File: src/hdl/lsfp_pkg.sv
// package: constants and carrier types for the led string fault supervisor
package lsfp_pkg;
   localparam int          NUM_CH          = 6;
   localparam int          CLK_MHZ         = 250;
   // open channel time-out in dimming cycles
   localparam logic [2:0]  OPEN_PWM_CYCLES = 3'h6;
   // shortened time-out while hot, in microseconds
   localparam int          HOT_TIMEOUT_US  = 800;
   localparam int          HOT_TIMEOUT_CYC = HOT_TIMEOUT_US * CLK_MHZ;
   localparam int          HOT_CNT_W       = 18;
   // thermal current steps, in percent of setting
   localparam logic [6:0]  LVL_FULL        = 7'h64;
   localparam logic [6:0]  LVL_75          = 7'h4B;
   localparam logic [6:0]  LVL_50          = 7'h32;
   localparam logic [6:0]  LVL_25          = 7'h19;
   // fault and status register and its thermal bit
   localparam logic [7:0]  FAULT_REG_IDX   = 8'h02;
   localparam int          FAULT_THERM_BIT = 1;
   localparam logic [7:0]  CFG_REG_IDX     = 8'h08;
   localparam logic [7:0]  MASK_REG_IDX    = 8'h09;
   // short threshold select codes, bits 1:0 of the configuration register
   localparam logic [1:0]  SC_SEL_LOW      = 2'h0;
   localparam logic [1:0]  SC_SEL_MID      = 2'h1;
   localparam logic [1:0]  SC_SEL_HIGH     = 2'h2;
   localparam logic [1:0]  SC_SEL_OFF      = 2'h3;

   typedef enum logic [2:0] {
      LSFP_OFF,
      LSFP_SW_CHECK,
      LSFP_RUN,
      LSFP_THERM_OFF,
      LSFP_LOCKED
   } lsfp_state_t;

   // per-channel comparator results, synchronised inside the core
   typedef struct packed {
      logic [NUM_CH-1:0] at_target;
      logic [NUM_CH-1:0] sc_low;
      logic [NUM_CH-1:0] sc_mid;
      logic [NUM_CH-1:0] sc_high;
   } lsfp_ch_cmp_t;

   typedef struct packed {
      logic output_overvoltage_limit;
      logic fb_low;
      logic input_undervoltage_lockout;
      logic ilim;
      logic lx_ok;
      logic temp_low;
      logic temp_high;
      logic temp_cool;
      logic pwm;
      logic sw_cycle;
   } lsfp_sys_cmp_t;

   typedef struct packed {
      lsfp_state_t             st;
      logic [NUM_CH-1:0]       good;
      logic [NUM_CH-1:0]       open;
      logic [NUM_CH-1:0]       dis;
      logic [NUM_CH-1:0][2:0]  pwm_cnt;
      logic [NUM_CH-1:0][HOT_CNT_W-1:0] hot_cnt;
      logic [1:0]              therm_step;
      logic                    therm_flag;
      logic                    fb_seen;
      logic                    prot_off;
      logic                    sw_gate;
      logic                    pwm_d;
      logic                    temp_high_d;
      logic                    input_undervoltage_lockout_rst;
      logic [NUM_CH-1:0]       ch_on;
      logic                    boost_en;
      logic [6:0]              level;
      logic [7:0]              fault_reg;
   } lsfp_state_s_t;
endpackage

File: src/hdl/lsfp_core.sv
// module: led string fault supervisor for a six-channel boost driver
// Summary of operation
// channel reaching target current becomes good
// good channel dropping below target becomes open
// overvoltage or warm marks non-good channels open
// open channel off after six dimming cycles
// warm die shortens time-out to 800 us
// raised-voltage string kept unless overvoltage reached or die warm
// input undervoltage stops switching, resets state
// serial use: resume only after host re-enable
// pin use: restart itself when voltage recovers
// overcurrent turns switch off rest of cycle
// start only after switch node exceeds 1.2V
// feedback above then below 20% kills protection
// hot trip stops boost and all sinks
// cool restart at 75, then 50, 25 percent
// hot trip sets thermal bit in status
// logic stays alive through thermal faults
// short below 4V stays on
// short above threshold off after six cycles
// threshold select bits 1:0, code 3 disables
// faults reported, mask hides faults of and masks channels
// faulted channel latched off until reset or enable drops
`timescale 1ns/10ps
`default_nettype none
module lsfp_core
(
   input  wire logic                          i_ref_clk,
   input  wire logic                          i_rst,
   input  wire logic                          i_enable,
   input  wire logic                          i_serial_mode,
   input  wire logic                          i_host_enable,
   input  wire logic [1:0]                    i_sc_sel,
   input  wire logic [lsfp_pkg::NUM_CH-1:0]   i_ch_mask,
   input  wire lsfp_pkg::lsfp_ch_cmp_t        i_ch_cmp,
   input  wire lsfp_pkg::lsfp_sys_cmp_t       i_sys_cmp,
   output logic [lsfp_pkg::NUM_CH-1:0]        o_ch_on,
   output logic [lsfp_pkg::NUM_CH-1:0]        o_ch_failed,
   output logic                               o_boost_en,
   output logic                               o_sw_gate,
   output logic                               o_lx_test,
   output logic                               o_prot_fet_off,
   output logic [6:0]                         o_level,
   output logic [7:0]                         o_fault_reg
);
   localparam int N  = lsfp_pkg::NUM_CH;
   localparam int HW = lsfp_pkg::HOT_CNT_W;

   // three-stage synchronisers; a change is taken once stages 2 and 3 agree
   localparam int SW = 4 * N + 10;
   logic [SW-1:0] raw;
   logic [SW-1:0] sy1;
   logic [SW-1:0] sy2;
   logic [SW-1:0] sy3;
   logic [SW-1:0] filt;
   assign raw = {i_ch_cmp, i_sys_cmp};

   always_ff @(posedge i_ref_clk or posedge i_rst)
   begin
      if (i_rst)
      begin
         sy1  <= '0;
         sy2  <= '0;
         sy3  <= '0;
         filt <= '0;
      end
      else
      begin
         sy1 <= raw;
         sy2 <= sy1;
         sy3 <= sy2;
         for (int k = 0; k < SW; k++)
            if (sy2[k] == sy3[k])
               filt[k] <= sy3[k];
      end
   end

   lsfp_pkg::lsfp_ch_cmp_t  ch;
   lsfp_pkg::lsfp_sys_cmp_t sys;
   assign {ch, sys} = filt;

   // picks the short comparator that matches the selected threshold
   function automatic logic [N-1:0] sc_pick(input logic [1:0] sel,
                                            input lsfp_pkg::lsfp_ch_cmp_t c);
      case (sel)
         lsfp_pkg::SC_SEL_LOW:  sc_pick = c.sc_low;
         lsfp_pkg::SC_SEL_MID:  sc_pick = c.sc_mid;
         lsfp_pkg::SC_SEL_HIGH: sc_pick = c.sc_high;
         default:               sc_pick = '0;
      endcase
   endfunction

   function automatic logic [6:0] step_level(input logic [1:0] s);
      case (s)
         2'h0:    step_level = lsfp_pkg::LVL_FULL;
         2'h1:    step_level = lsfp_pkg::LVL_75;
         2'h2:    step_level = lsfp_pkg::LVL_50;
         default: step_level = lsfp_pkg::LVL_25;
      endcase
   endfunction

   lsfp_pkg::lsfp_state_s_t s;
   lsfp_pkg::lsfp_state_s_t next_s;

   logic [N-1:0] short_hit;
   logic         pwm_rise;
   logic         hot_rise;
   logic         allowed;
   logic         running;
   assign short_hit = sc_pick(i_sc_sel, ch);
   assign pwm_rise  = sys.pwm & ~s.pwm_d;
   assign hot_rise  = sys.temp_high & ~s.temp_high_d;
   // serial use needs a fresh host enable after lockout; pin use does not
   assign allowed   = i_enable & (i_serial_mode ? i_host_enable
                                                : 1'b1);
   assign running   = (s.st == lsfp_pkg::LSFP_RUN);

   always_comb
   begin
      next_s             = s;
      next_s.pwm_d       = sys.pwm;
      next_s.temp_high_d = sys.temp_high;

      // cycle-by-cycle current limit; cleared at each new switching cycle
      if (sys.sw_cycle)
         next_s.sw_gate = 1'b1;
      if (sys.ilim)
         next_s.sw_gate = 1'b0;

      // feedback excursion: above 20% then back below; only armed while
      // running, since feedback starts low and the filter resets to zero
      if (running && !sys.fb_low)
         next_s.fb_seen = 1'b1;
      if (s.fb_seen && sys.fb_low)
         next_s.prot_off = 1'b1;

      if (i_serial_mode && !i_host_enable)
         next_s.input_undervoltage_lockout_rst = 1'b0;

      if (hot_rise)
      begin
         next_s.fault_reg[lsfp_pkg::FAULT_THERM_BIT] = 1'b1;
         if (s.therm_step != 2'h3)
            next_s.therm_step = s.therm_step + 2'h1;
      end

      case (s.st)
         lsfp_pkg::LSFP_OFF:
         begin
            if (allowed && !sys.input_undervoltage_lockout && !s.input_undervoltage_lockout_rst)
               next_s.st = lsfp_pkg::LSFP_SW_CHECK;
         end
         lsfp_pkg::LSFP_SW_CHECK:
         begin
            if (sys.lx_ok)
               next_s.st = lsfp_pkg::LSFP_RUN;
         end
         lsfp_pkg::LSFP_RUN:
         begin
            for (int k = 0; k < N; k++)
            begin
               if (ch.at_target[k])
                  next_s.good[k] = 1'b1;
               else if (s.good[k])
                  next_s.open[k] = 1'b1;
               // a zener string still conducts, so only overvoltage or a warm die opens it
               if ((sys.output_overvoltage_limit || sys.temp_low) && !s.good[k])
                  next_s.open[k] = 1'b1;
               // a short below threshold stays lit
               if (s.open[k] || short_hit[k])
               begin
                  if (pwm_rise && s.pwm_cnt[k] != lsfp_pkg::OPEN_PWM_CYCLES)
                     next_s.pwm_cnt[k] = s.pwm_cnt[k] + 3'h1;
                  if (sys.temp_low &&
                      s.hot_cnt[k] != HW'(lsfp_pkg::HOT_TIMEOUT_CYC))
                     next_s.hot_cnt[k] = s.hot_cnt[k] + HW'(1);
                  if (s.pwm_cnt[k] == lsfp_pkg::OPEN_PWM_CYCLES ||
                      s.hot_cnt[k] == HW'(lsfp_pkg::HOT_TIMEOUT_CYC))
                     next_s.dis[k] = 1'b1;
               end
               else
               begin
                  next_s.pwm_cnt[k] = '0;
                  next_s.hot_cnt[k] = '0;
               end
            end
            if (hot_rise)
               next_s.st = lsfp_pkg::LSFP_THERM_OFF;
         end
         lsfp_pkg::LSFP_THERM_OFF:
         begin
            if (sys.temp_cool && !sys.temp_high)
               next_s.st = lsfp_pkg::LSFP_RUN;
         end
         default:
            next_s.st = lsfp_pkg::LSFP_OFF;
      endcase

      // undervoltage or disable: stop and clear run state, keep fault record
      if (sys.input_undervoltage_lockout || !allowed)
      begin
         next_s.st       = lsfp_pkg::LSFP_OFF;
         next_s.good     = '0;
         next_s.open     = '0;
         next_s.pwm_cnt  = '0;
         next_s.hot_cnt  = '0;
         next_s.fb_seen  = 1'b0;
         next_s.input_undervoltage_lockout_rst = sys.input_undervoltage_lockout & i_serial_mode;
         if (!i_enable)
         begin
            next_s.dis        = '0;
            next_s.therm_step = '0;
            next_s.prot_off   = 1'b0;
         end
      end
      if (s.prot_off)
         next_s.st = lsfp_pkg::LSFP_LOCKED;

      next_s.boost_en = (next_s.st == lsfp_pkg::LSFP_RUN) && !sys.input_undervoltage_lockout;
      next_s.ch_on    = (next_s.st == lsfp_pkg::LSFP_RUN)
                        ? ~(next_s.dis | i_ch_mask) : '0;
      next_s.level    = step_level(next_s.therm_step);
      // bit 0 any unmasked channel fault, bit 1 thermal, bit 2 overvoltage
      next_s.fault_reg[0] = s.fault_reg[0] | (|(next_s.dis & ~i_ch_mask));
      next_s.fault_reg[2] = s.fault_reg[2] | (running & sys.output_overvoltage_limit);
   end

   always_ff @(posedge i_ref_clk or posedge i_rst)
   begin
      if (i_rst)
      begin
         s    <= '0;
         s.st <= lsfp_pkg::LSFP_OFF;
         s.sw_gate <= 1'b1;
      end
      else
         s <= next_s;
   end

   // logic stays clocked in every state so status is always readable
   assign o_ch_on        = s.ch_on;
   assign o_ch_failed    = s.dis;
   assign o_boost_en     = s.boost_en;
   assign o_sw_gate      = s.sw_gate;
   assign o_lx_test      = (s.st == lsfp_pkg::LSFP_SW_CHECK);
   assign o_prot_fet_off = s.prot_off;
   assign o_level        = s.level;
   assign o_fault_reg    = s.fault_reg;

   sticky_dis_a: assert property (@(posedge i_ref_clk) disable iff (i_rst)
      (s.dis != '0 && i_enable) |=> (s.dis & $past(s.dis)) == $past(s.dis))
      else $error("disabled channel came back on");
   therm_bit_a: assert property (@(posedge i_ref_clk) disable iff (i_rst)
      hot_rise |=> s.fault_reg[lsfp_pkg::FAULT_THERM_BIT])
      else $error("thermal bit not set");
   therm_off_a: assert property (@(posedge i_ref_clk) disable iff (i_rst)
      (running && hot_rise && !sys.input_undervoltage_lockout && i_enable && !s.prot_off)
      |=> ##1 (o_ch_on == '0 && !o_boost_en))
      else $error("hot trip left sinks on");
   ilim_a: assert property (@(posedge i_ref_clk) disable iff (i_rst)
      sys.ilim |=> !s.sw_gate)
      else $error("switch not cut on overcurrent");
   input_undervoltage_lockout_a: assert property (@(posedge i_ref_clk) disable iff (i_rst)
      sys.input_undervoltage_lockout |=> ##1 !o_boost_en)
      else $error("boost runs under lockout");
   lx_wait_a: assert property (@(posedge i_ref_clk) disable iff (i_rst)
      (s.st == lsfp_pkg::LSFP_SW_CHECK && !sys.lx_ok)
      |=> s.st != lsfp_pkg::LSFP_RUN)
      else $error("started without node check");
   good_open_a: assert property (@(posedge i_ref_clk) disable iff (i_rst)
      (running && s.good[2] && !ch.at_target[2] && allowed && !sys.input_undervoltage_lockout)
      |=> s.open[2])
      else $error("good channel not reclassified");
   prot_a: assert property (@(posedge i_ref_clk) disable iff (i_rst)
      (s.fb_seen && sys.fb_low) |=> ##1 o_prot_fet_off)
      else $error("protection transistor still on");
   level_a: assert property (@(posedge i_ref_clk) disable iff (i_rst)
      (s.therm_step == 2'h1) |-> ##1 (o_level == lsfp_pkg::LVL_75 ||
                                      s.therm_step != 2'h1))
      else $error("wrong derated level");

   run_c: cover property (@(posedge i_ref_clk) disable iff (i_rst)
      s.st == lsfp_pkg::LSFP_RUN);
   dis_c: cover property (@(posedge i_ref_clk) disable iff (i_rst)
      s.dis[0]);
   therm_c: cover property (@(posedge i_ref_clk) disable iff (i_rst)
      s.therm_step == 2'h3);
endmodule // lsfp_core
`default_nettype wire

File: config.mk
export PLATFORM = sky130hd
export DESIGN_NAME = lsfp_core
export DESIGN_NICKNAME = d
export VERILOG_FILES = /design/src/hdl/lsfp_pkg.sv /design/src/hdl/lsfp_core.sv
export SDC_FILE = /design/constraint.sdc
export NUM_CORES = 1
export LEC_CHECK = 0
export BUFFER_PORTS_ARGS = -buffer_cell sky130_fd_sc_hd__buf_2
export CORE_MARGIN = 2
export CORE_UTILIZATION = 46
export DETAILED_ROUTE_END_ITERATION = 12
export MAX_ROUTING_LAYER = met4
export PLACE_DENSITY = 0.74
export SLEW_MARGIN = 30
export SYNTH_ARGS = -nofsm -noshare
export SYNTH_HDL_FRONTEND = slang
export SYNTH_SLANG_ARGS = --single-unit
File: constraint.sdc
create_clock -name i_ref_clk -period 13.9 [get_ports i_ref_clk]
set_input_delay 2.085 -clock i_ref_clk [delete_from_list [all_inputs] [get_ports i_ref_clk]]
set_output_delay 2.085 -clock i_ref_clk [all_outputs]
set_load 0.1 [all_outputs]
==> results_tabular.tex <==
\begin{tabular}{lr}
\hline
Metric & Value \\
\hline
\multicolumn{2}{l}{\textbf{Critical path}} \\
\quad Critical Path Sink Type & register \\
\quad Crit-path leading delay family & compound AO/OA/AOI/OAI gates \\
\quad Worst path arrival time & 4710 ps \\
\quad Cell depth of the worst flop-to-flop path & 8 \\
\quad Critical path type & in -> reg \\
\quad Req. time, crit path & 14,340 ps \\
\quad Maximum fanout encountered on the critical timing path & 18 \\
\quad Crit-path max cell delay & 770 ps \\
\quad Critical Path Slowest Stage Cell & sky130\_fd\_sc\_hd\_\_a21oi\_1 \\
\quad Cell count along the critical path & 8 \\
\quad Sequence of cells on the critical path & buf\_2 > inv\_2 > or3\_1 > buf\_4 > a21oi\_1 > a21boi\_0 > xnor2\_1 > nor2\_1 \\
\quad Startpoint type of the worst setup path & primary input \\
\quad CP bufs+invs & 3 \\
\multicolumn{2}{l}{\textbf{Detailed routing}} \\
\quad Number of detailed-routing iterations run before antenna repair & 5 \\
\quad Total routed wirelength & 25.7 mm \\
\quad Via-to-Cell Ratio & 5.46 \\
\quad Routed wire per std cell & 15.7 µm \\
\quad Number of DRC markers after the initial detailed-route iteration & 589 \\
\quad Total number of vias & 8,925 \\
\quad Number of design rule violations left after detail routing & 0 \\
\quad Remaining antenna violation count after routing & 0 \\
\multicolumn{2}{l}{\textbf{Pwr}} \\
\quad Static leakage power & 6.24 nW \\
\quad Worst vdd ir & 0.139 mV \\
\quad Power Density & 129 nW/µm² \\
\multicolumn{2}{l}{\textbf{Timing}} \\
\quad Remaining max-slew budget at the tightest pin & 33.3\% \\
\quad Worst Clk Skew & 26.1 ps \\
\quad Unrepaired setup endpoints after global routing & no \\
\quad Final critical-path required period & 4280 ps \\
\quad Total negative slack & 0 ps \\
\quad Setup WS post-layout & 9620 ps \\
\quad Fin. Hold Viols & 0 \\
\quad Transition time of the tightest slew-check pin & 1000 ps \\
\quad Maximum clock rate & 0.234 GHz \\
\quad Hold slack & 339 ps \\
\quad Finish-stage setup viols & 0 \\
\quad Max Transition Viols Final & 0 \\
\quad Final Cycle Share & 30.8\% \\
\multicolumn{2}{l}{\textbf{Layout}} \\
\quad Layout overhead on the synthesized area & 12.2\% \\
\quad Reg with most FFs & s \\
\quad Proportion of layout cells with a drive suffix above 1 & 13.5\% \\
\quad FF+latch area & 7680 µm² \\
\quad Highest-count cells in the layout ignoring fill and taps & 306 x sky130\_fd\_sc\_hd\_\_dfrtp\_1, 140 x sky130\_fd\_sc\_hd\_\_nor2\_1, 74 x sky130\_fd\_sc\_hd\_\_a21oi\_1, 72 x sky130\_fd\_sc\_hd\_\_buf\_2, 66 x sky130\_fd\_sc\_hd\_\_nand2\_1 \\
\quad Commonest non-fill, non-tap cell in the layout & sky130\_fd\_sc\_hd\_\_dfrtp\_1 \\
\quad Multi-input logic area & 4970 µm² \\
\quad Layout Nets & 1,308 \\
\quad Area of all placed cells without fillers & 14,800 µm² \\
\quad Antenna diodes & 0 \\
\quad Final instance count without filler cells & 1,634 \\
\quad Total of fill cells in the finished design & 2,410 \\
\quad Flip-flop count of the largest register after layout & 147 \\
\multicolumn{2}{l}{\textbf{Clock tree}} \\
\quad Clock H-tree levels & 1 \\
\quad Clock-pin slew on the worst setup and hold paths & 70 ps \\
\quad Hold Buf Count CTS & 0 \\
\quad Clock buffer depth & 3 \\
\quad Resize count post-CTS & 0 \\
\quad Insertion delay of the later-clocked pin in the worst-skew pair & 580 ps \\
\quad Total number of clock tree sinks & 307 \\
\quad CTS Buf Count & 30 \\
\quad TritonCTS clock tree & built \\
\quad Clock root buffer master & sky130\_fd\_sc\_hd\_\_clkbuf\_16 \\
\quad Number of buffers added for setup after CTS & 0 \\
\multicolumn{2}{l}{\textbf{Job}} \\
\quad Number of max-cap violations & 0 \\
\multicolumn{2}{l}{\textbf{Logic synthesis}} \\
\quad Proportion of synthesized chip area in sequential cells & 58.3\% \\
\quad Cell variety after synth & 75 \\
\quad Async set or reset register ratio after synthesis & 100\% \\
\quad Gate count after technology mapping & 1,183 \\
\quad Fraction of post-synthesis cell area in the top cell type by area & 58.1\% \\
\quad Number of synthesis warnings & 0 \\
\quad Post-synthesis adder-cell area fraction & 5.34\% \\
\quad Area fraction in compound gates after synthesis & 10.9\% \\
\quad Simple-gate area share of the yosys netlist & 15.4\% \\
\quad Synth Area per Inst & 11.1 µm² \\
\quad Post-synthesis xor/xnor area fraction & 5.12\% \\
\quad Proportion of synthesized area in mux cells & 0.788\% \\
\quad Dominant combinational cell family by area after synthesis & simple AND/OR/NAND/NOR gates \\
\quad Ys flop type & sky130\_fd\_sc\_hd\_\_dfrtp\_1 \\
\quad Seq cells post-synth & 307 \\
\quad Library cell with the largest summed area after synthesis & sky130\_fd\_sc\_hd\_\_dfrtp\_1 \\
\quad Number of synthesized flops with an enable pin & 0 \\
\quad Top cells by area in the synthesized netlist & sky130\_fd\_sc\_hd\_\_dfrtp\_1 58\%, sky130\_fd\_sc\_hd\_\_nor2\_1 4.0\%, sky130\_fd\_sc\_hd\_\_xnor2\_1 3.1\%, sky130\_fd\_sc\_hd\_\_a21oi\_1 2.8\%, sky130\_fd\_sc\_hd\_\_ha\_1 2.8\% \\
\quad Synthesized area & 13,200 µm² \\
\multicolumn{2}{l}{\textbf{Global routing}} \\
\quad Maximum number of pins on one net before global-route repair & 160 \\
\quad Gr usage total & 17.8\% \\
\quad Number of global-route vias before repair & 8,589 \\
\quad Residual overflow from global routing & 0 \\
\quad Wire length of the first global-routing pass & 43.5 mm \\
\quad Number of antenna violations at the first check in global routing & 0 \\
\multicolumn{2}{l}{\textbf{Floorplan}} \\
\quad Core Box Area & 28,000 µm² \\
\quad Die height & 173 µm \\
\quad Die width & 173 µm \\
\quad Die Footprint & 30,000 µm² \\
\quad Initial standard-cell utilization of the core & 47.0\% \\
\quad Boundary Pins & 78 \\
\quad Row Count & 61 \\
\multicolumn{2}{l}{\textbf{Run status}} \\
\quad Status & completed \\
\multicolumn{2}{l}{\textbf{Placement}} \\
\quad Half-perimeter wire length after detailed placement & 17.0 mm \\
\quad Instance count after placement with tap cells included & 1,578 \\
\quad Final weighted congestion in routability-driven placement & 0.838 \\
\quad Setup WS pre-CTS & 9070 ps \\
\quad Cell area reported after detailed placement & 13,700 µm² \\
\quad Port bufs & 72 \\
\multicolumn{2}{l}{\textbf{Hold path}} \\
\quad WHS Path Cells & 0 \\
\quad Hold WC Path Type & reg -> reg \\
\hline
\end{tabular}
per-layer routing:
metal  share of wire, %  GRT usage (%)  up-vias
met5                  0              -        -
met4                2.0           4.06        0
met3                6.3           3.44       41
met2                 45           26.9      237
met1                 47           25.1     4421
li1                   -              -     4226
synthesized netlist by cell type (5+ instances only):
cell type	number
sky130_fd_sc_hd__a211oi_1	16
sky130_fd_sc_hd__nor4_1	11
sky130_fd_sc_hd__and4_1	5
sky130_fd_sc_hd__o31ai_1	7
sky130_fd_sc_hd__o21ai_0	36
sky130_fd_sc_hd__nand3_1	40
sky130_fd_sc_hd__inv_1	45
sky130_fd_sc_hd__a21oi_1	75
sky130_fd_sc_hd__a31oi_1	6
sky130_fd_sc_hd__mux2_2	7
sky130_fd_sc_hd__xnor2_1	46
sky130_fd_sc_hd__a21o_1	8
sky130_fd_sc_hd__and3_1	15
sky130_fd_sc_hd__ha_1	29
sky130_fd_sc_hd__o2111ai_1	8
sky130_fd_sc_hd__or3_1	17
sky130_fd_sc_hd__or2_2	6
sky130_fd_sc_hd__buf_4	29
sky130_fd_sc_hd__or4_1	7
sky130_fd_sc_hd__o211ai_1	15
sky130_fd_sc_hd__dfrtp_1	306
sky130_fd_sc_hd__nand2_1	66
sky130_fd_sc_hd__nor3_1	29
sky130_fd_sc_hd__clkbuf_1	30
sky130_fd_sc_hd__a21boi_0	5
sky130_fd_sc_hd__nor2_1	140
sky130_fd_sc_hd__and4b_1	8
sky130_fd_sc_hd__maj3_1	34
sky130_fd_sc_hd__nand2b_1	7
sky130_fd_sc_hd__xor2_1	31
sky130_fd_sc_hd__nand4_1	19
power breakdown:
| part | leakage [nW] | switching [W] | total [W] | internal [W] |
|---|---|---|---|---|
| clock network | 0.503 | 0.000353 | 0.000838 | 0.000485 |
| registers | 3.94 | 0.0000180 | 0.000941 | 0.000923 |
| logic | 1.79 | 0.000100 | 0.000130 | 0.0000301 |
final timing paths:
check / startpoint / end / slack (ps)
setup / recovery: i_enable / s[69]$_DFFE_PP0P_ / 9620
hold / removal: sy1[12]$_DFF_PP0_ / sy2[12]$_DFF_PP0_ / 340
setup reg to reg: s[103]$_DFFE_PP0P_ / o_ch_on[4]$_DFF_PP0_ / 10810
hold reg to reg: sy1[12]$_DFF_PP0_ / sy2[12]$_DFF_PP0_ / 340
max in group asynchronous: i_rst / s[98]$_DFFE_PP0P_ / 10440
min in group asynchronous: i_rst / sy3[14]$_DFF_PP0_ / 1650
through the flow:
step	utilization, %	total power, W
3_5_place_dp	49.0	0.00109
5_1_grt	52.8	0.00198
2_1_floorplan	-	0.00106
6_report	52.8	0.00191
3_3_place_gp	49.0	0.00108
4_1_cts	52.7	0.00193
logic make-up (layout without fill, tap and decap cells):
kind of cell	Yosys count	after routing
AND/OR/NAND/NOR	401	401
flip-flops	307	307
AO/OA/AOI/OAI	212	212
buffers and inverters	113	182
XOR/XNOR	77	77
adder cells (fa/ha/maj)	63	63
multiplexers	9	9
other	1	5
cell type report:
type	instances	share of cell area, %
clock buffers	34	5.31
clock inverters	22	1.75
inverters	46	1.25
well taps	378	3.20
repair buffers	80	2.89
flip-flops and latches	307	52.0
multi-input cells	767	33.6
worst register-to-register path: stages (launching register included):
cell	delay, ps
sky130_fd_sc_hd__dfrtp_1	420
sky130_fd_sc_hd__inv_1	110
sky130_fd_sc_hd__ha_1	170
sky130_fd_sc_hd__or4b_2	590
sky130_fd_sc_hd__nor4_1	590
sky130_fd_sc_hd__nand2_1	310
sky130_fd_sc_hd__a21oi_1	500
sky130_fd_sc_hd__o21a_1	190
sky130_fd_sc_hd__nor3_1	50
Note: power is estimated with default switching activity, not from simulation.
